<file path="src/include/can_fc_map.svh">
`ifndef CAN_FC_MAP_SVH
`define CAN_FC_MAP_SVH
// ==========================================================
// Register offsets, per channel
`define FC_TX_CONTROL_CH0 16'hFF22
`define FC_RX_NEW_MESSAGE_CH0 16'hFF23
`define FC_ID_FILTER_CONTROL_CH0 16'hFF2C
`define FC_TX_CONTROL_CH1 16'hFD22
`define FC_RX_NEW_MESSAGE_CH1 16'hFD23
`define FC_ID_FILTER_CONTROL_CH1 16'hFD2C
// ==========================================================
// Reset values, and the value read at unmapped addresses
`define FC_TX_CONTROL_RESET 8'h00
`define FC_RX_NEW_MESSAGE_RESET 8'h00
`define FC_ID_FILTER_CONTROL_RESET 8'h00
`define FC_UNMAPPED_READ 8'h00
// ==========================================================
// Transmit control fields
`define FC_TX_REQ_LSB 0
`define FC_TX_ABORT_LSB 2
`define FC_TX_DONE_LSB 4
`define FC_TX_PRIO_BIT 7
// ==========================================================
// Identifier filter control fields
`define FC_MASK_ZERO_BIT 0
`define FC_MASK_ONE_BIT 1
`define FC_GLOBAL_MASK_BIT 2
`define FC_REQUEUE_BIT 4
`define FC_SINGLE_SHOT_BIT 5
`define FC_FILTER_WRITABLE 8'hF7
// ==========================================================
// Receive buffers
`define FC_MIRRORED_BUFFERS 8
`define FC_SOF_BUFFER 4'h4
`endif

</file>
<file path="src/include/can_fc_pkg.sv">
package can_fc_pkg;
    // Transmit sequencer, one-hot
    typedef enum logic [1:0] {
        TX_IDLE = 2'b01,
        TX_BUSY = 2'b10
    } tx_state_t;

    typedef logic [3:0] buf_idx_t;

    // Start-slot pulse and outcome pulses for the frame in flight, from the protocol engine
    typedef struct packed {
        logic start_slot;
        logic ok;
        logic arb_lost;
        logic err;
    } tx_event_t;

    // Filter roles handed to the identifier comparators
    typedef struct packed {
        logic [15:0] mask_role;
        logic [15:0] use_mask0;
        logic [15:0] use_mask1;
    } filter_roles_t;

    typedef struct packed {
        tx_state_t tx_state;
        logic [1:0] req;
        logic [1:0] abort;
        logic [1:0] done;
        logic prio;
        logic active_buf;
        logic [1:0] requeued;
        logic [7:0] mirror;
        logic [7:0] filter;
        logic [2:0] rx_sync;
        logic rx_level;
        logic [2:0] rx_hist;
        logic rx_bit;
        logic rx_bit_valid;
        logic can_txd;
        logic ack_enable;
        logic error_frame_enable;
        logic err_count_enable;
        logic tx_start;
        logic tx_buf;
        logic sof_enable_clear;
        logic [7:0] reg_rdata;
        filter_roles_t roles;
        buf_idx_t [1:0] fifo_mem;
        logic fifo_wr;
        logic fifo_rd;
        logic [1:0] fifo_count;
        logic match_ready;
        logic store_valid;
        buf_idx_t store_idx;
    } fc_state_t;
endpackage

</file>
<file path="src/core/can_tx_rx_function_control.sv">
`timescale 1ns/1ps
`default_nettype none
`include "can_fc_map.svh"

module can_tx_rx_function_control #(
    parameter bit CHANNEL = 1'b0
) (
    input wire logic ref_clk,
    input wire logic sys_rst,
    input wire logic [15:0] reg_addr,
    input wire logic reg_wr,
    input wire logic reg_rd,
    input wire logic [7:0] reg_wdata,
    output logic [7:0] reg_rdata,
    input wire logic init_request,
    input wire logic listen_only_select,
    input wire logic triple_sample_select,
    input wire logic frame_start_clear_control,
    input wire logic sof_mode,
    input wire logic can_rxd,
    input wire logic tq_tick,
    input wire logic sample_point,
    input wire logic proto_tx_bit,
    input wire can_fc_pkg::tx_event_t tx_event,
    input wire logic rx_store_done,
    input wire can_fc_pkg::buf_idx_t rx_store_idx,
    input wire logic [7:0] new_data_clear,
    input wire logic match_valid,
    input wire logic [15:0] match_vec,
    input wire logic store_ready,
    output logic match_ready,
    output logic store_valid,
    output can_fc_pkg::buf_idx_t store_idx,
    output logic can_txd,
    output logic ack_enable,
    output logic error_frame_enable,
    output logic err_count_enable,
    output logic tx_start,
    output logic tx_buf,
    output logic sof_enable_clear,
    output logic rx_bit,
    output logic rx_bit_valid,
    output can_fc_pkg::filter_roles_t filter_roles
);
    import can_fc_pkg::*;

    localparam logic [15:0] TX_ADDR = CHANNEL ? `FC_TX_CONTROL_CH1 : `FC_TX_CONTROL_CH0;
    localparam logic [15:0] MES_ADDR = CHANNEL ? `FC_RX_NEW_MESSAGE_CH1 : `FC_RX_NEW_MESSAGE_CH0;
    localparam logic [15:0] FLT_ADDR =
        CHANNEL ? `FC_ID_FILTER_CONTROL_CH1 : `FC_ID_FILTER_CONTROL_CH0;

    fc_state_t s;
    fc_state_t next_s;

    // ==========================================================
    // Helpers
    // Filter roles from the control byte; global mask spreads the highest mask upward
    function automatic filter_roles_t roles_of(input logic [7:0] f);
        filter_roles_t r;
        r = '0;
        if (f[`FC_MASK_ZERO_BIT])
        begin
            r.mask_role[0] = 1'b1;
            r.use_mask0[1] = 1'b1;
        end
        if (f[`FC_MASK_ONE_BIT])
        begin
            r.mask_role[2] = 1'b1;
            r.use_mask1[3] = 1'b1;
        end
        if (f[`FC_GLOBAL_MASK_BIT])
        begin
            if (f[`FC_MASK_ONE_BIT])
                r.use_mask1[15:3] = '1;
            else if (f[`FC_MASK_ZERO_BIT])
                r.use_mask0[15:1] = '1;
        end
        return r;
    endfunction

    // Lowest set bit of a vector, as an index
    function automatic buf_idx_t lowest(input logic [15:0] v);
        buf_idx_t idx;
        idx = '0;
        for (int i = 15; i >= 0; i--)
        begin
            if (v[i])
                idx = buf_idx_t'(i);
        end
        return idx;
    endfunction

    // Winner among matching buffers: unmasked first, then masked ones
    function automatic buf_idx_t winner(input logic [15:0] m, input filter_roles_t r);
        logic [15:0] eligible;
        logic [15:0] plain;
        eligible = m & ~r.mask_role;
        plain = eligible & ~(r.use_mask0 | r.use_mask1);
        return (plain != '0) ? lowest(plain) : lowest(eligible);
    endfunction

    // ==========================================================
    // Next-state logic
    always_comb
    begin
        logic [1:0] wr_req;
        logic [1:0] wr_abort;
        logic [1:0] clr;
        logic [7:0] mirror_set;
        logic single_shot;
        logic requeue;
        logic [15:0] eligible;
        logic push;
        logic pop;
        logic a;
        next_s = s;
        wr_req = '0;
        wr_abort = '0;
        clr = '0;
        mirror_set = '0;
        single_shot = s.filter[`FC_SINGLE_SHOT_BIT];
        requeue = s.filter[`FC_REQUEUE_BIT];
        a = s.active_buf;
        next_s.tx_start = 1'b0;
        next_s.sof_enable_clear = 1'b0;
        next_s.rx_bit_valid = 1'b0;

        // Register writes; zeros in request and abort lanes change nothing
        if (reg_wr && reg_addr == TX_ADDR)
        begin
            wr_req = reg_wdata[`FC_TX_REQ_LSB +: 2];
            wr_abort = reg_wdata[`FC_TX_ABORT_LSB +: 2];
            next_s.prio = reg_wdata[`FC_TX_PRIO_BIT];
        end
        if (reg_wr && reg_addr == FLT_ADDR)
            next_s.filter = reg_wdata & `FC_FILTER_WRITABLE;

        // Transmit sequencer
        case (s.tx_state)
            TX_IDLE:
            begin
                // Abort before arbitration: drop the request, nothing was sent
                for (int b = 0; b < 2; b++)
                begin
                    if (s.abort[b])
                    begin
                        clr[b] = 1'b1;
                        next_s.done[b] = 1'b0;
                    end
                end
                // Requests are looked at only at the frame start slot
                if (tx_event.start_slot && !listen_only_select && (s.req & ~clr) != 2'b00)
                begin
                    next_s.tx_state = TX_BUSY;
                    next_s.tx_start = 1'b1;
                    if ((s.req & ~clr) == 2'b11)
                        next_s.active_buf = s.prio;
                    else
                        next_s.active_buf = s.req[1] & ~clr[1];
                    next_s.tx_buf = next_s.active_buf;
                end
            end
            TX_BUSY:
            begin
                // An abort waits here for the frame's own outcome
                if (tx_event.ok)
                begin
                    clr[a] = 1'b1;
                    next_s.done[a] = 1'b1;
                    next_s.tx_state = TX_IDLE;
                end
                else if (tx_event.arb_lost)
                begin
                    if (s.abort[a] || (single_shot && !(requeue && !s.requeued[a])))
                    begin
                        clr[a] = 1'b1;
                        next_s.done[a] = 1'b0;
                    end
                    else if (single_shot)
                        next_s.requeued[a] = 1'b1;
                    next_s.tx_state = TX_IDLE;
                end
                else if (tx_event.err)
                begin
                    // Error keeps the request for an automatic retry unless aborted or single-shot
                    if (s.abort[a] || single_shot)
                    begin
                        clr[a] = 1'b1;
                        next_s.done[a] = 1'b0;
                    end
                    next_s.tx_state = TX_IDLE;
                end
            end
            default:
                next_s.tx_state = TX_IDLE;
        endcase

        // Done flags only move in the cycle their request clears
        for (int b = 0; b < 2; b++)
        begin
            if (!(clr[b] && s.req[b]))
                next_s.done[b] = s.done[b];
        end

        // Clears first, then software sets, so a write in the same cycle wins
        next_s.req = (s.req & ~clr) | wr_req;
        next_s.abort = ((s.abort & ~clr) | wr_abort) & next_s.req;
        for (int b = 0; b < 2; b++)
        begin
            if (clr[b])
                next_s.requeued[b] = 1'b0;
        end

        // Receive mirror: set wins over the software clear
        if (rx_store_done && rx_store_idx < buf_idx_t'(`FC_MIRRORED_BUFFERS))
            mirror_set[rx_store_idx[2:0]] = 1'b1;
        next_s.mirror = (s.mirror & ~new_data_clear) | mirror_set;

        // Initialization drops every pending request; a frame on the bus
        // still ends normally but its request is gone, so no retry follows
        if (init_request)
        begin
            next_s.req = '0;
            next_s.abort = '0;
            next_s.requeued = '0;
            next_s.mirror = '0;
        end

        if (frame_start_clear_control && sof_mode && rx_store_done
            && rx_store_idx == `FC_SOF_BUFFER)
            next_s.sof_enable_clear = 1'b1;

        // Receive pin: three flops, a change counts once stages two and three agree
        next_s.rx_sync = {s.rx_sync[1:0], can_rxd};
        if (s.rx_sync[1] == s.rx_sync[2])
            next_s.rx_level = s.rx_sync[2];
        if (tq_tick)
            next_s.rx_hist = {s.rx_hist[1:0], s.rx_level};
        if (sample_point)
        begin
            next_s.rx_bit_valid = 1'b1;
            if (triple_sample_select)
                next_s.rx_bit = (s.rx_hist[0] & s.rx_hist[1]) | (s.rx_hist[1] & s.rx_hist[2])
                    | (s.rx_hist[0] & s.rx_hist[2]);
            else
                next_s.rx_bit = s.rx_level;
        end

        // Listen-only gates every driving path to recessive
        next_s.can_txd = listen_only_select ? 1'b1 : proto_tx_bit;
        next_s.ack_enable = !listen_only_select;
        next_s.error_frame_enable = !listen_only_select;
        next_s.err_count_enable = !listen_only_select;

        next_s.roles = roles_of(s.filter);

        // Two-entry store queue; the source stalls on match_ready
        eligible = match_vec & ~s.roles.mask_role;
        push = match_valid && s.match_ready && eligible != '0;
        pop = s.store_valid && store_ready;
        next_s.fifo_wr = s.fifo_wr ^ push;
        next_s.fifo_rd = s.fifo_rd ^ pop;
        if (push)
            next_s.fifo_mem[s.fifo_wr] = winner(match_vec, s.roles);
        case ({push, pop})
            2'b10: next_s.fifo_count = s.fifo_count + 2'd1;
            2'b01: next_s.fifo_count = s.fifo_count - 2'd1;
            default: next_s.fifo_count = s.fifo_count;
        endcase
        next_s.match_ready = next_s.fifo_count != 2'd2;
        next_s.store_valid = next_s.fifo_count != 2'd0;
        next_s.store_idx = next_s.fifo_mem[next_s.fifo_rd];

        // Read data is captured on the read strobe and held
        if (reg_rd)
        begin
            if (reg_addr == TX_ADDR)
                next_s.reg_rdata = {s.prio, 1'b0, s.done, s.abort, s.req};
            else if (reg_addr == MES_ADDR)
                next_s.reg_rdata = s.mirror;
            else if (reg_addr == FLT_ADDR)
                next_s.reg_rdata = s.filter;
            else
                next_s.reg_rdata = `FC_UNMAPPED_READ;
        end
    end

    // ==========================================================
    // State register
    always_ff @(posedge ref_clk or posedge sys_rst)
    begin
        if (sys_rst)
        begin
            s <= '0;
            s.tx_state <= TX_IDLE;
            s.rx_sync <= 3'b111; // Bus idles recessive
            s.rx_level <= 1'b1;
            s.rx_hist <= 3'b111;
            s.rx_bit <= 1'b1;
            s.can_txd <= 1'b1;
            s.match_ready <= 1'b1;
            s.filter <= `FC_ID_FILTER_CONTROL_RESET;
            s.mirror <= `FC_RX_NEW_MESSAGE_RESET;
        end
        else
            s <= next_s;
    end

    // ==========================================================
    // Outputs, all straight from the state register
    assign reg_rdata = s.reg_rdata;
    assign match_ready = s.match_ready;
    assign store_valid = s.store_valid;
    assign store_idx = s.store_idx;
    assign can_txd = s.can_txd;
    assign ack_enable = s.ack_enable;
    assign error_frame_enable = s.error_frame_enable;
    assign err_count_enable = s.err_count_enable;
    assign tx_start = s.tx_start;
    assign tx_buf = s.tx_buf;
    assign sof_enable_clear = s.sof_enable_clear;
    assign rx_bit = s.rx_bit;
    assign rx_bit_valid = s.rx_bit_valid;
    assign filter_roles = s.roles;
endmodule

`default_nettype wire

</file>
<file path="config.mk">
export PLATFORM = sky130hd
export DESIGN_NAME = can_tx_rx_function_control
export DESIGN_NICKNAME = d
export VERILOG_FILES = /design/src/include/can_fc_pkg.sv /design/src/core/can_tx_rx_function_control.sv
export VERILOG_INCLUDE_DIRS = /design/src /design/src/include
export SDC_FILE = /design/constraint.sdc
export NUM_CORES = 1
export LEC_CHECK = 0
export BUFFER_PORTS_ARGS = -buffer_cell sky130_fd_sc_hd__buf_2
export CORE_MARGIN = 2
export CORE_UTILIZATION = 40
export CTS_CLUSTER_SIZE = 25
export DETAILED_ROUTE_END_ITERATION = 12
export GPL_ROUTABILITY_DRIVEN = 0
export PLACE_DENSITY = 0.67
export SLEW_MARGIN = 20
export SYNTH_ARGS = -nofsm -noshare
export SYNTH_HDL_FRONTEND = slang
export SYNTH_SLANG_ARGS = --single-unit
</file>
<file path="constraint.sdc">
create_clock -name ref_clk -period 4.8 [get_ports ref_clk]
set_input_delay 0.24 -clock ref_clk [delete_from_list [all_inputs] [get_ports ref_clk]]
set_output_delay 0.24 -clock ref_clk [all_outputs]
set_load 0.005 [all_outputs]
</file>
# Word-level counts from Yosys, hierarchy flattened
# Cells that the tools add are included.
[classes]
n_reduce_logical = 40
bitwise = 29
n_lt_le_gt_ge = 8
n_mux = 102
add_sub_neg = 2
n_eq_ne = 21
[ops]
columns = ["operator", "n"]
rows = [
  ["$mux W4", 39],
  ["$eq A16 B16 Y1 const B", 3],
  ["$mux W2", 23],
  ["$mux W15", 3],
  ["$mux W8", 5],
  ["$and A16 B16 Y16", 2],
  ["$reduce_bool A16 Y1", 2],
  ["$mux W13", 2],
  ["$mux W1", 21],
  ["$logic_and A1 B1 Y1", 18],
  ["$reduce_bool A3 Y1", 6],
  ["$not A16 Y16", 1],
  ["$not A3 Y16", 1],
  ["$or A16 B16 Y16", 1],
  ["$pmux W2 S2", 4],
  ["$ne A3 B2 Y1 const B", 4],
  ["$ne A4 B4 Y1 const B", 3],
  ["$reduce_and A6 Y1", 2],
  ["$and A2 B2 Y2", 5],
  ["$mux W10", 1],
  ["$reduce_and A5 Y1", 2],
  ["$and A8 B8 Y8", 1],
  ["$bwmux W8", 1],
  ["$ne A2 B2 Y1 const B", 4],
  ["other kinds (26)", 48],
]
[word_totals]
output_inout_bits = 71
elab_cells = 234
reg_bits = 96

# Logic depth before layout (Yosys ltp)
# Gate-level depths: netlist of the first run.
[logic_depth]
depth_word = 25
mapped_depth = 9

# Least setup slack after synthesis of the first run
# Ideal clock, no wire load.
[synth_timing]
path_type = "reg-to-reg"
start = "reg s[116] (netlist bit)"
end = "reg s[110] (netlist bit)"
n_path_buf = 0
stages_incl_launch_ff = 8
setup_slack_ns = 2.582
setup_ns = 0.127
arrival_time_ns = 2.091
required_ns = 4.673
cell_sequence = "dfstp_2 > inv_1 > ha_1 > or3b_1 > o32a_1 > or3_4 > nand2_1 > o211ai_2"
[synth_via]
elab_chain_cells = 4
word_cells_on_any_way = 11
cone_classes = "6 x eq/ne; 2 x mux; 3 x reduce/logical"
[synth_rtl]
columns = ["element", "line_no", "text"]
rows = [
  ["start: declaration", "can_tx_rx_function_control.sv:52", "fc_state_t s;"],
  ["start signal: assignment", "can_tx_rx_function_control.sv:306", "s <= next_s;"],
  ["$eq A2 B2 Y1 / $eq A2 B1 Y1 (equally long branches)", "can_tx_rx_function_control.sv:139", "case (s.tx_state)"],
  ["$pmux W2 S2", "can_tx_rx_function_control.sv:139", ""],
  ["$logic_and A1 B1 Y1", "can_tx_rx_function_control.sv:201", "if (!(clr[b] && s.req[b]))"],
  ["$reduce_and A6 Y1 (no line)", "--", ""],
]
# Parallel ways exist; a longest one is shown, timed or not.
# A chain may end at the register's enable or synchronous reset.

==> flow_metrics.py, run 1 <==
metrics = {
    "status": {
        "status": "finished, final reports clean",
    },
    "place": {
        "dp_hpwl_mm": 6.31,
        "preCtsSetupSlack_ps": 2330,
        "dpl-instance-area_mm2": 0.00434,
        "port_buffers": 124,
    },
    "clocking": {
        "cts_tree": "done",
        "h-tree-depth": 3,
        "clockBufferDepth": 2,
        "clock_sinks": 70,
        "cts_made_buffers": 9,
        "cts-root-buf": "clkbuf_8",
        "clk_latency_ps": 350,
        "clkTransAtPathRegs_ps": 70,
    },
    "floorplan": {
        "start_util_pct": 41.0,
        "core_mm2": 0.00973,
        "ios": 143,
        "die_h_um": 104,
        "die_area_mm2": 0.0108,
        "die_width_um": 104,
        "rows": 36,
    },
    "route": {
        "drc_errors": 0,
        "drtAntennaViolNets": 0,
        "vias": 3046,
        "drt-initial-drc-count": 138,
        "wirelength_mm": 8.42,
        "wl_per_cell_um": 13.6,
        "drt-vias-per-instance": 4.94,
        "dr.pass1.iters": 5,
    },
    "global_routing": {
        "grtUsageMet3_pct": 5.76,
        "grt_pass1_vias": 2911,
        "use_met1_pct": 21.0,
        "overflow": 0,
        "busiest_layer": "met2",
        "antenna_found_initial": 0,
        "grt_pass1_wl_mm": 14.3,
        "grt_max_degree": 71,
        "track_usage_pct": 16.3,
        "gr-usage-met2_pct": 26.2,
    },
    "sta": {
        "skew_ps": 6.93,
        "fmax_mhz": 414,
        "rsz0062_at_grt": "false",
        "worst_pin_slew_ps": 882,
        "hold_viol": 0,
        "fin_ws_ps": 2390,
        "fin_setup_tns_ps": 0,
        "maxSlewHeadroom_pct": 40.8,
        "drv_slew": 0,
        "finalSetupViolations": 0,
        "final.period_utilization_pct": 50.3,
        "fin_crit_ps": 2410,
    },
    "setup_path": {
        "critPathTopFamily": "simple AND/OR/NAND/NOR gates",
        "critPathRequiredTime_ps": 5090,
        "path_cells": "nor2b_1 > or4_1 > o211ai_2 > ha_1 > nor2_1 > xor2_1 > nand2b_1",
        "critical_path_buf_inv_count": 0,
        "crit_path_top_delay_cell": "or4_1",
        "critPathMaxFanout": 13,
        "cp-end-kind": "flip-flop",
        "crit_path_start_kind": "flip-flop",
        "cp.arrival_ps": 2700,
        "crit_path_max_incr_delay_ps": 520,
        "critPathKind": "reg2reg",
    },
    "synth": {
        "syn_area_mm2": 0.00399,
        "synth-edff-count": 0,
        "synth_area_leaders": "dfrtp_1 37%, buf_4 12%, dfstp_2 7.2%",
        "yosysMostFrequentCell": "buf_4",
        "synthFlopType": "dfrtp_1",
        "yosysWarningCount": 0,
        "synth.largest_area_cell": "dfrtp_1",
        "synth.avg_cell_area_um2": 10.1,
        "synth_top_area_share_pct": 37.0,
        "synthArstFlopShare_pct": 100,
        "yosysSeqAreaShare_pct": 44.2,
        "synth_commonest_cells": "62 x buf_4, 59 x dfrtp_1, 35 x nor2_1",
        "netlist_instances": 396,
        "synth.distinct_cells": 62,
        "synth-seq-cells": 70,
    },
    "power_and_ir_drop": {
        "p_sw_share_pct": 30.0,
        "p_leak_nw": 2.23,
        "internal-power_w": 0.00108,
        "seqPwrFrac_pct": 46.6,
        "peakVddDrop_mv": 0.138,
        "power_density_mw_per_mm2": 340,
        "switchingPower_w": 0.000464,
        "pwr-share-clk_pct": 30.0,
        "power_frac_comb_pct": 23.4,
    },
    "finish": {
        "area_delta_synth_final_pct": 13.8,
        "antenna_cells": 0,
        "design_area_mm2": 0.00454,
        "final_nets": 554,
        "drive_gt1_share_pct": 37.0,
    },
    "job": {
        "max_cap_violations": 0,
    },
    "min_path": {
        "min_path_type": "in2reg",
    },
}
[what timing repair did]
| action | in CTS | in global routing |
|---|---|---|
| endpoints found under the hold margin | 1 | 0 |
| gates resized for setup | 0 | 0 |
| setup buffers | 0 | 0 |
| hold buffers | 1 | 0 |
[registers in the layout, summed over array words and instances (netlist names)]
register / count
match_ready: 1
next_s: 2
tx_start: 1
sof_enable_clear: 1
store_idx: 4
can_txd: 1
store_valid: 1
tx_buf: 1
s: 43
filter_roles: 4
rx_bit: 1
rx_bit_valid: 1
reg_rdata: 8
err_count_enable: 1
[cells by family after synthesis]
group / synth area share [%]
mux: 6.87
buf+inv: 14.6
flops: 44.2
xor+xnor: 1.10
fa+ha+maj: 1.44
compound gates: 15.2
other cells: 0.0940
simple gates: 16.4
[area by class of cell]
cell class | count | area (µm²)
inverters | 19 | 71.3
clock buffers | 10 | 128
repair buffers | 126 | 638
clock inverters | 6 | 62.6
flip-flops and latches | 70 | 1770
well taps | 133 | 166
multi-input cells | 253 | 1710
fillers | 958 | 5190
[placed cells by master (no fill, tap or decap), drive strengths merged, types with 4 or more instances in the layout]
master  count
dfrtp      59
nor2       35
nor2b      13
mux2i       6
o21ai      10
mux2       19
and2        4
nand3       4
a21oi      19
nand2      13
clkbuf     10
nor4        6
conb       18
a222oi      6
inv        19
a32oi       6
nor3       11
buf       125
a211oi      7
nand2b     11
a22oi       5
dfstp      11
[final timing paths]
check / cells after the start / start / endpoint / slack, ps
max: 7 / filter_roles[17]$_DFF_PP0_ / store_valid$_DFF_PP0_ / 2390
min: 1 / sample_point / rx_bit_valid$_DFF_PP0_ / 30
max reg2reg: 7 / filter_roles[17]$_DFF_PP0_ / store_valid$_DFF_PP0_ / 2390
min reg2reg: 0 / next_s[88]$_DFF_PP1_ / next_s[89]$_DFF_PP1_ / 360
max in group asynchronous: 3 / sys_rst / s[11]$_DFF_PP0_ / 4100
min in group asynchronous: 3 / sys_rst / err_count_enable$_DFF_PP0_ / 140
[through the flow]
| step | power [W] | utilization (%) | cells | hold WS (ps) |
|---|---|---|---|---|
| detailed placement | 0.00109 | 44.6 | 600 | 348 |
| CTS | 0.00156 | 46.6 | 617 | 8.40 |
| floorplan | 0.00101 | - | 413 | 244 |
| global placement | 0.00108 | 44.6 | 600 | 346 |
| finish | 0.00154 | 46.7 | 617 | 31.3 |
| global route | 0.00166 | 46.7 | 617 | 10.8 |
[per-layer routing]
| metal | part of all wire, % | routed length, µm |
|---|---|---|
| met5 | 0 | 0 |
| met4 | 0.83 | 70 |
| met2 | 48 | 4050 |
| met1 | 45 | 3770 |
| met3 | 6.3 | 528 |
[power by group through the flow]
stage | registers, W | logic [W] | clock network, W
after global routing | 0.000731 | 0.000414 | 0.000513
final | 0.000720 | 0.000361 | 0.000464
after floorplan | 0.000721 | 0.000288 | 0
after CTS | 0.000722 | 0.000362 | 0.000480
after detailed placement | 0.000732 | 0.000359 | 0
after global placement | 0.000728 | 0.000347 | 0
(Power assumes the default switching activity.)
==> run 2, diff against run 1 <==
--- a/config.mk
+++ b/config.mk
@@ -12,7 +12,7 @@
 export CTS_CLUSTER_SIZE = 25
 export DETAILED_ROUTE_END_ITERATION = 12
 export GPL_ROUTABILITY_DRIVEN = 0
-export PLACE_DENSITY = 0.67
+export PLACE_DENSITY = 0.69
 export SLEW_MARGIN = 20
 export SYNTH_ARGS = -nofsm -noshare
 export SYNTH_HDL_FRONTEND = slang
==> constraint.sdc (replaced) <==
create_clock -name ref_clk -period 2 [get_ports ref_clk]
set_input_delay 0.1 -clock ref_clk [delete_from_list [all_inputs] [get_ports ref_clk]]
set_output_delay 0.1 -clock ref_clk [all_outputs]
set_load 0.005 [all_outputs]
==> flow_metrics.py, run 2 (synthesis gave the netlist of run 1 again) <==
metrics = {
    "clocking": {
        "clkTransAtPathRegs_ps": 80,
        "clock_sinks": 70,
        "post_cts_buffers": 0,
        "clk_latency_ps": 340,
        "h-tree-depth": 3,
        "cts-root-buf": "clkbuf_8",
        "cts_made_buffers": 9,
        "clockBufferDepth": 2,
        "cts_tree": "done",
    },
    "floorplan": {
        "die_width_um": 104,
        "start_util_pct": 41.0,
        "rows": 36,
        "die_h_um": 104,
        "ios": 143,
        "die_area_mm2": 0.0108,
        "core_mm2": 0.00973,
    },
    "min_path": {
        "hp-start": "new_data_clear[4]",
        "min_path_type": "in2reg",
    },
    "setup_path": {
        "crit_path_max_incr_delay_ps": 540,
        "r2r-start": "s[116]$_DFFE_PP1P_",
        "critPathMaxFanout": 2,
        "cp-end-kind": "flip-flop",
        "critical_path_buf_inv_count": 1,
        "critPathTopFamily": "simple AND/OR/NAND/NOR gates",
        "crit_path_top_delay_cell": "dfstp_2",
        "critPathRequiredTime_ps": 2220,
        "cp.arrival_ps": 2290,
        "path_cells": "inv_2 > ha_4 > or3b_1 > o32a_1 > or3_4 > nand2_2 > o211ai_2",
        "setup.worst_path.start": "s[116]$_DFFE_PP1P_",
        "critPathKind": "reg2reg",
        "crit_path_start_kind": "flip-flop",
    },
    "power_and_ir_drop": {
        "power_density_mw_per_mm2": 834,
        "peakVddDrop_mv": 0.371,
        "p_total_w": 0.00412,
        "p_leak_nw": 2.42,
    },
    "global_routing": {
        "track_usage_pct": 16.8,
        "antenna_found_initial": 0,
        "overflow": 0,
        "grt_max_degree": 29,
        "grt_pass1_wl_mm": 14.7,
        "grt_pass1_vias": 3191,
    },
    "sta": {
        "rsz0062_at_grt": "true",
        "worst_pin_slew_ps": 587,
        "fin_crit_ps": 2070,
        "fmax_mhz": 484,
        "drv_slew": 0,
        "final.period_utilization_pct": 103,
        "fin_setup_tns_ps": -65.7,
        "maxSlewHeadroom_pct": 60.8,
        "finalSetupViolations": 1,
        "fin_ws_ps": -65.7,
        "skew_ps": 15.3,
        "hold_viol": 0,
    },
    "status": {
        "status": "finished, violations left",
        "violations": "negative setup slack",
    },
    "finish": {
        "layout_commonest_cell": "buf_2",
        "most-common-layout-cells": "124 x buf_2, 59 x dfrtp_1, 34 x nor2_1",
        "antenna_cells": 0,
        "max_flop_register": "s",
        "fillers": 917,
        "drive_gt1_share_pct": 41.1,
        "area_delta_synth_final_pct": 23.8,
        "final_nets": 586,
        "largest_reg_flops": 43,
    },
    "place": {
        "port_buffers": 124,
        "preCtsSetupSlack_ps": -134,
        "dp_hpwl_mm": 6.84,
    },
    "route": {
        "drt-vias-per-instance": 5.07,
        "dr_wl_met2_mm": 4.35,
        "drc_errors": 0,
        "highest_layer": "met4",
        "drtAntennaViolNets": 0,
        "wirelength_mm": 8.91,
        "wl_per_cell_um": 13.7,
        "wl_met3_um": 571,
        "vias": 3292,
        "drt-initial-drc-count": 105,
        "dr.pass1.iters": 6,
        "wl_met1_mm": 3.93,
    },
    "job": {
        "max_cap_violations": 0,
    },
}
[run 2: cell count changes in the layout (fill, tap and decap cells not counted), sizes merged]
| cell | change |
|---|---|
| buf | +23 |
| clkinv | -1 |
| dlygate4sd3 | +9 |
| clkinvlp | -2 |
| clkbuf | +1 |
| bufinv | +2 |
[run 2: power breakdown]
part / internal (W) / switching, W
Combinational: 0.000465 / 0.000499
Clock: 0.000866 / 0.000560
Sequential: 0.00162 / 0.000110
[run 2: area by class of cell]
cell class,instances,area [µm²],area share [%]
Timing Repair Buffer,158,917,18.6
Clock buffer,11,141,2.86
Multi-Input combinational cell,253,1770,35.9
Inverter,19,71.3,1.44
Sequential cell,70,1770,35.7
Clock inverter,5,106,2.15
Tap cell,133,166,3.37
[run 2: repair_timing]
action,in CTS,in global routing
endpoints found under the hold margin,27,0
pin swaps,1,0
setup endpoints to repair,3,7
hold buffers,10,0
resized for setup,0,9
[run 2: final timing paths]
path	endpoint	slack, ps	depth (start not counted)
min in group asynchronous	s[7]$_DFF_PP0_	360	3
setup / recovery	s[110]$_DFFE_PP0P_	-70	7
hold reg to reg	next_s[89]$_DFF_PP1_	360	0
setup reg to reg	s[110]$_DFFE_PP0P_	-70	7
hold / removal	s[102]$_DFF_PP0_	20	3
max in group asynchronous	s[94]$_DFFE_PP0P_	940	4
[run 2: per-layer routing]
| metal | global-route usage [%] | vias up |
|---|---|---|
| li1 | - | 1576 |
| met1 | 20.6 | 1566 |
| met2 | 29.1 | 141 |
| met3 | 4.32 | 9 |
| met4 | 4.73 | 0 |
| met5 | 0 | - |
[run 2: tightest hold or removal path: stages]
cell and delay, ps:
buf_2 70, nand2b_1 90, a21oi_1 60
[run 2: per-stage QoR]
| stage | util (%) | hold slack (ps) | instance area, µm² | cells |
|---|---|---|---|---|
| 6_report | 50.8 | 17.6 | 4940 | 649 |
| 5_1_grt | 50.8 | 7.64 | 4940 | 649 |
| 4_1_cts | 50.3 | 4.57 | 4900 | 649 |
| 3_5_place_dp | 46.8 | 204 | 4550 | 623 |
| 3_3_place_gp | 46.8 | 190 | 4550 | 623 |
| 2_1_floorplan | - | 104 | 4090 | 413 |
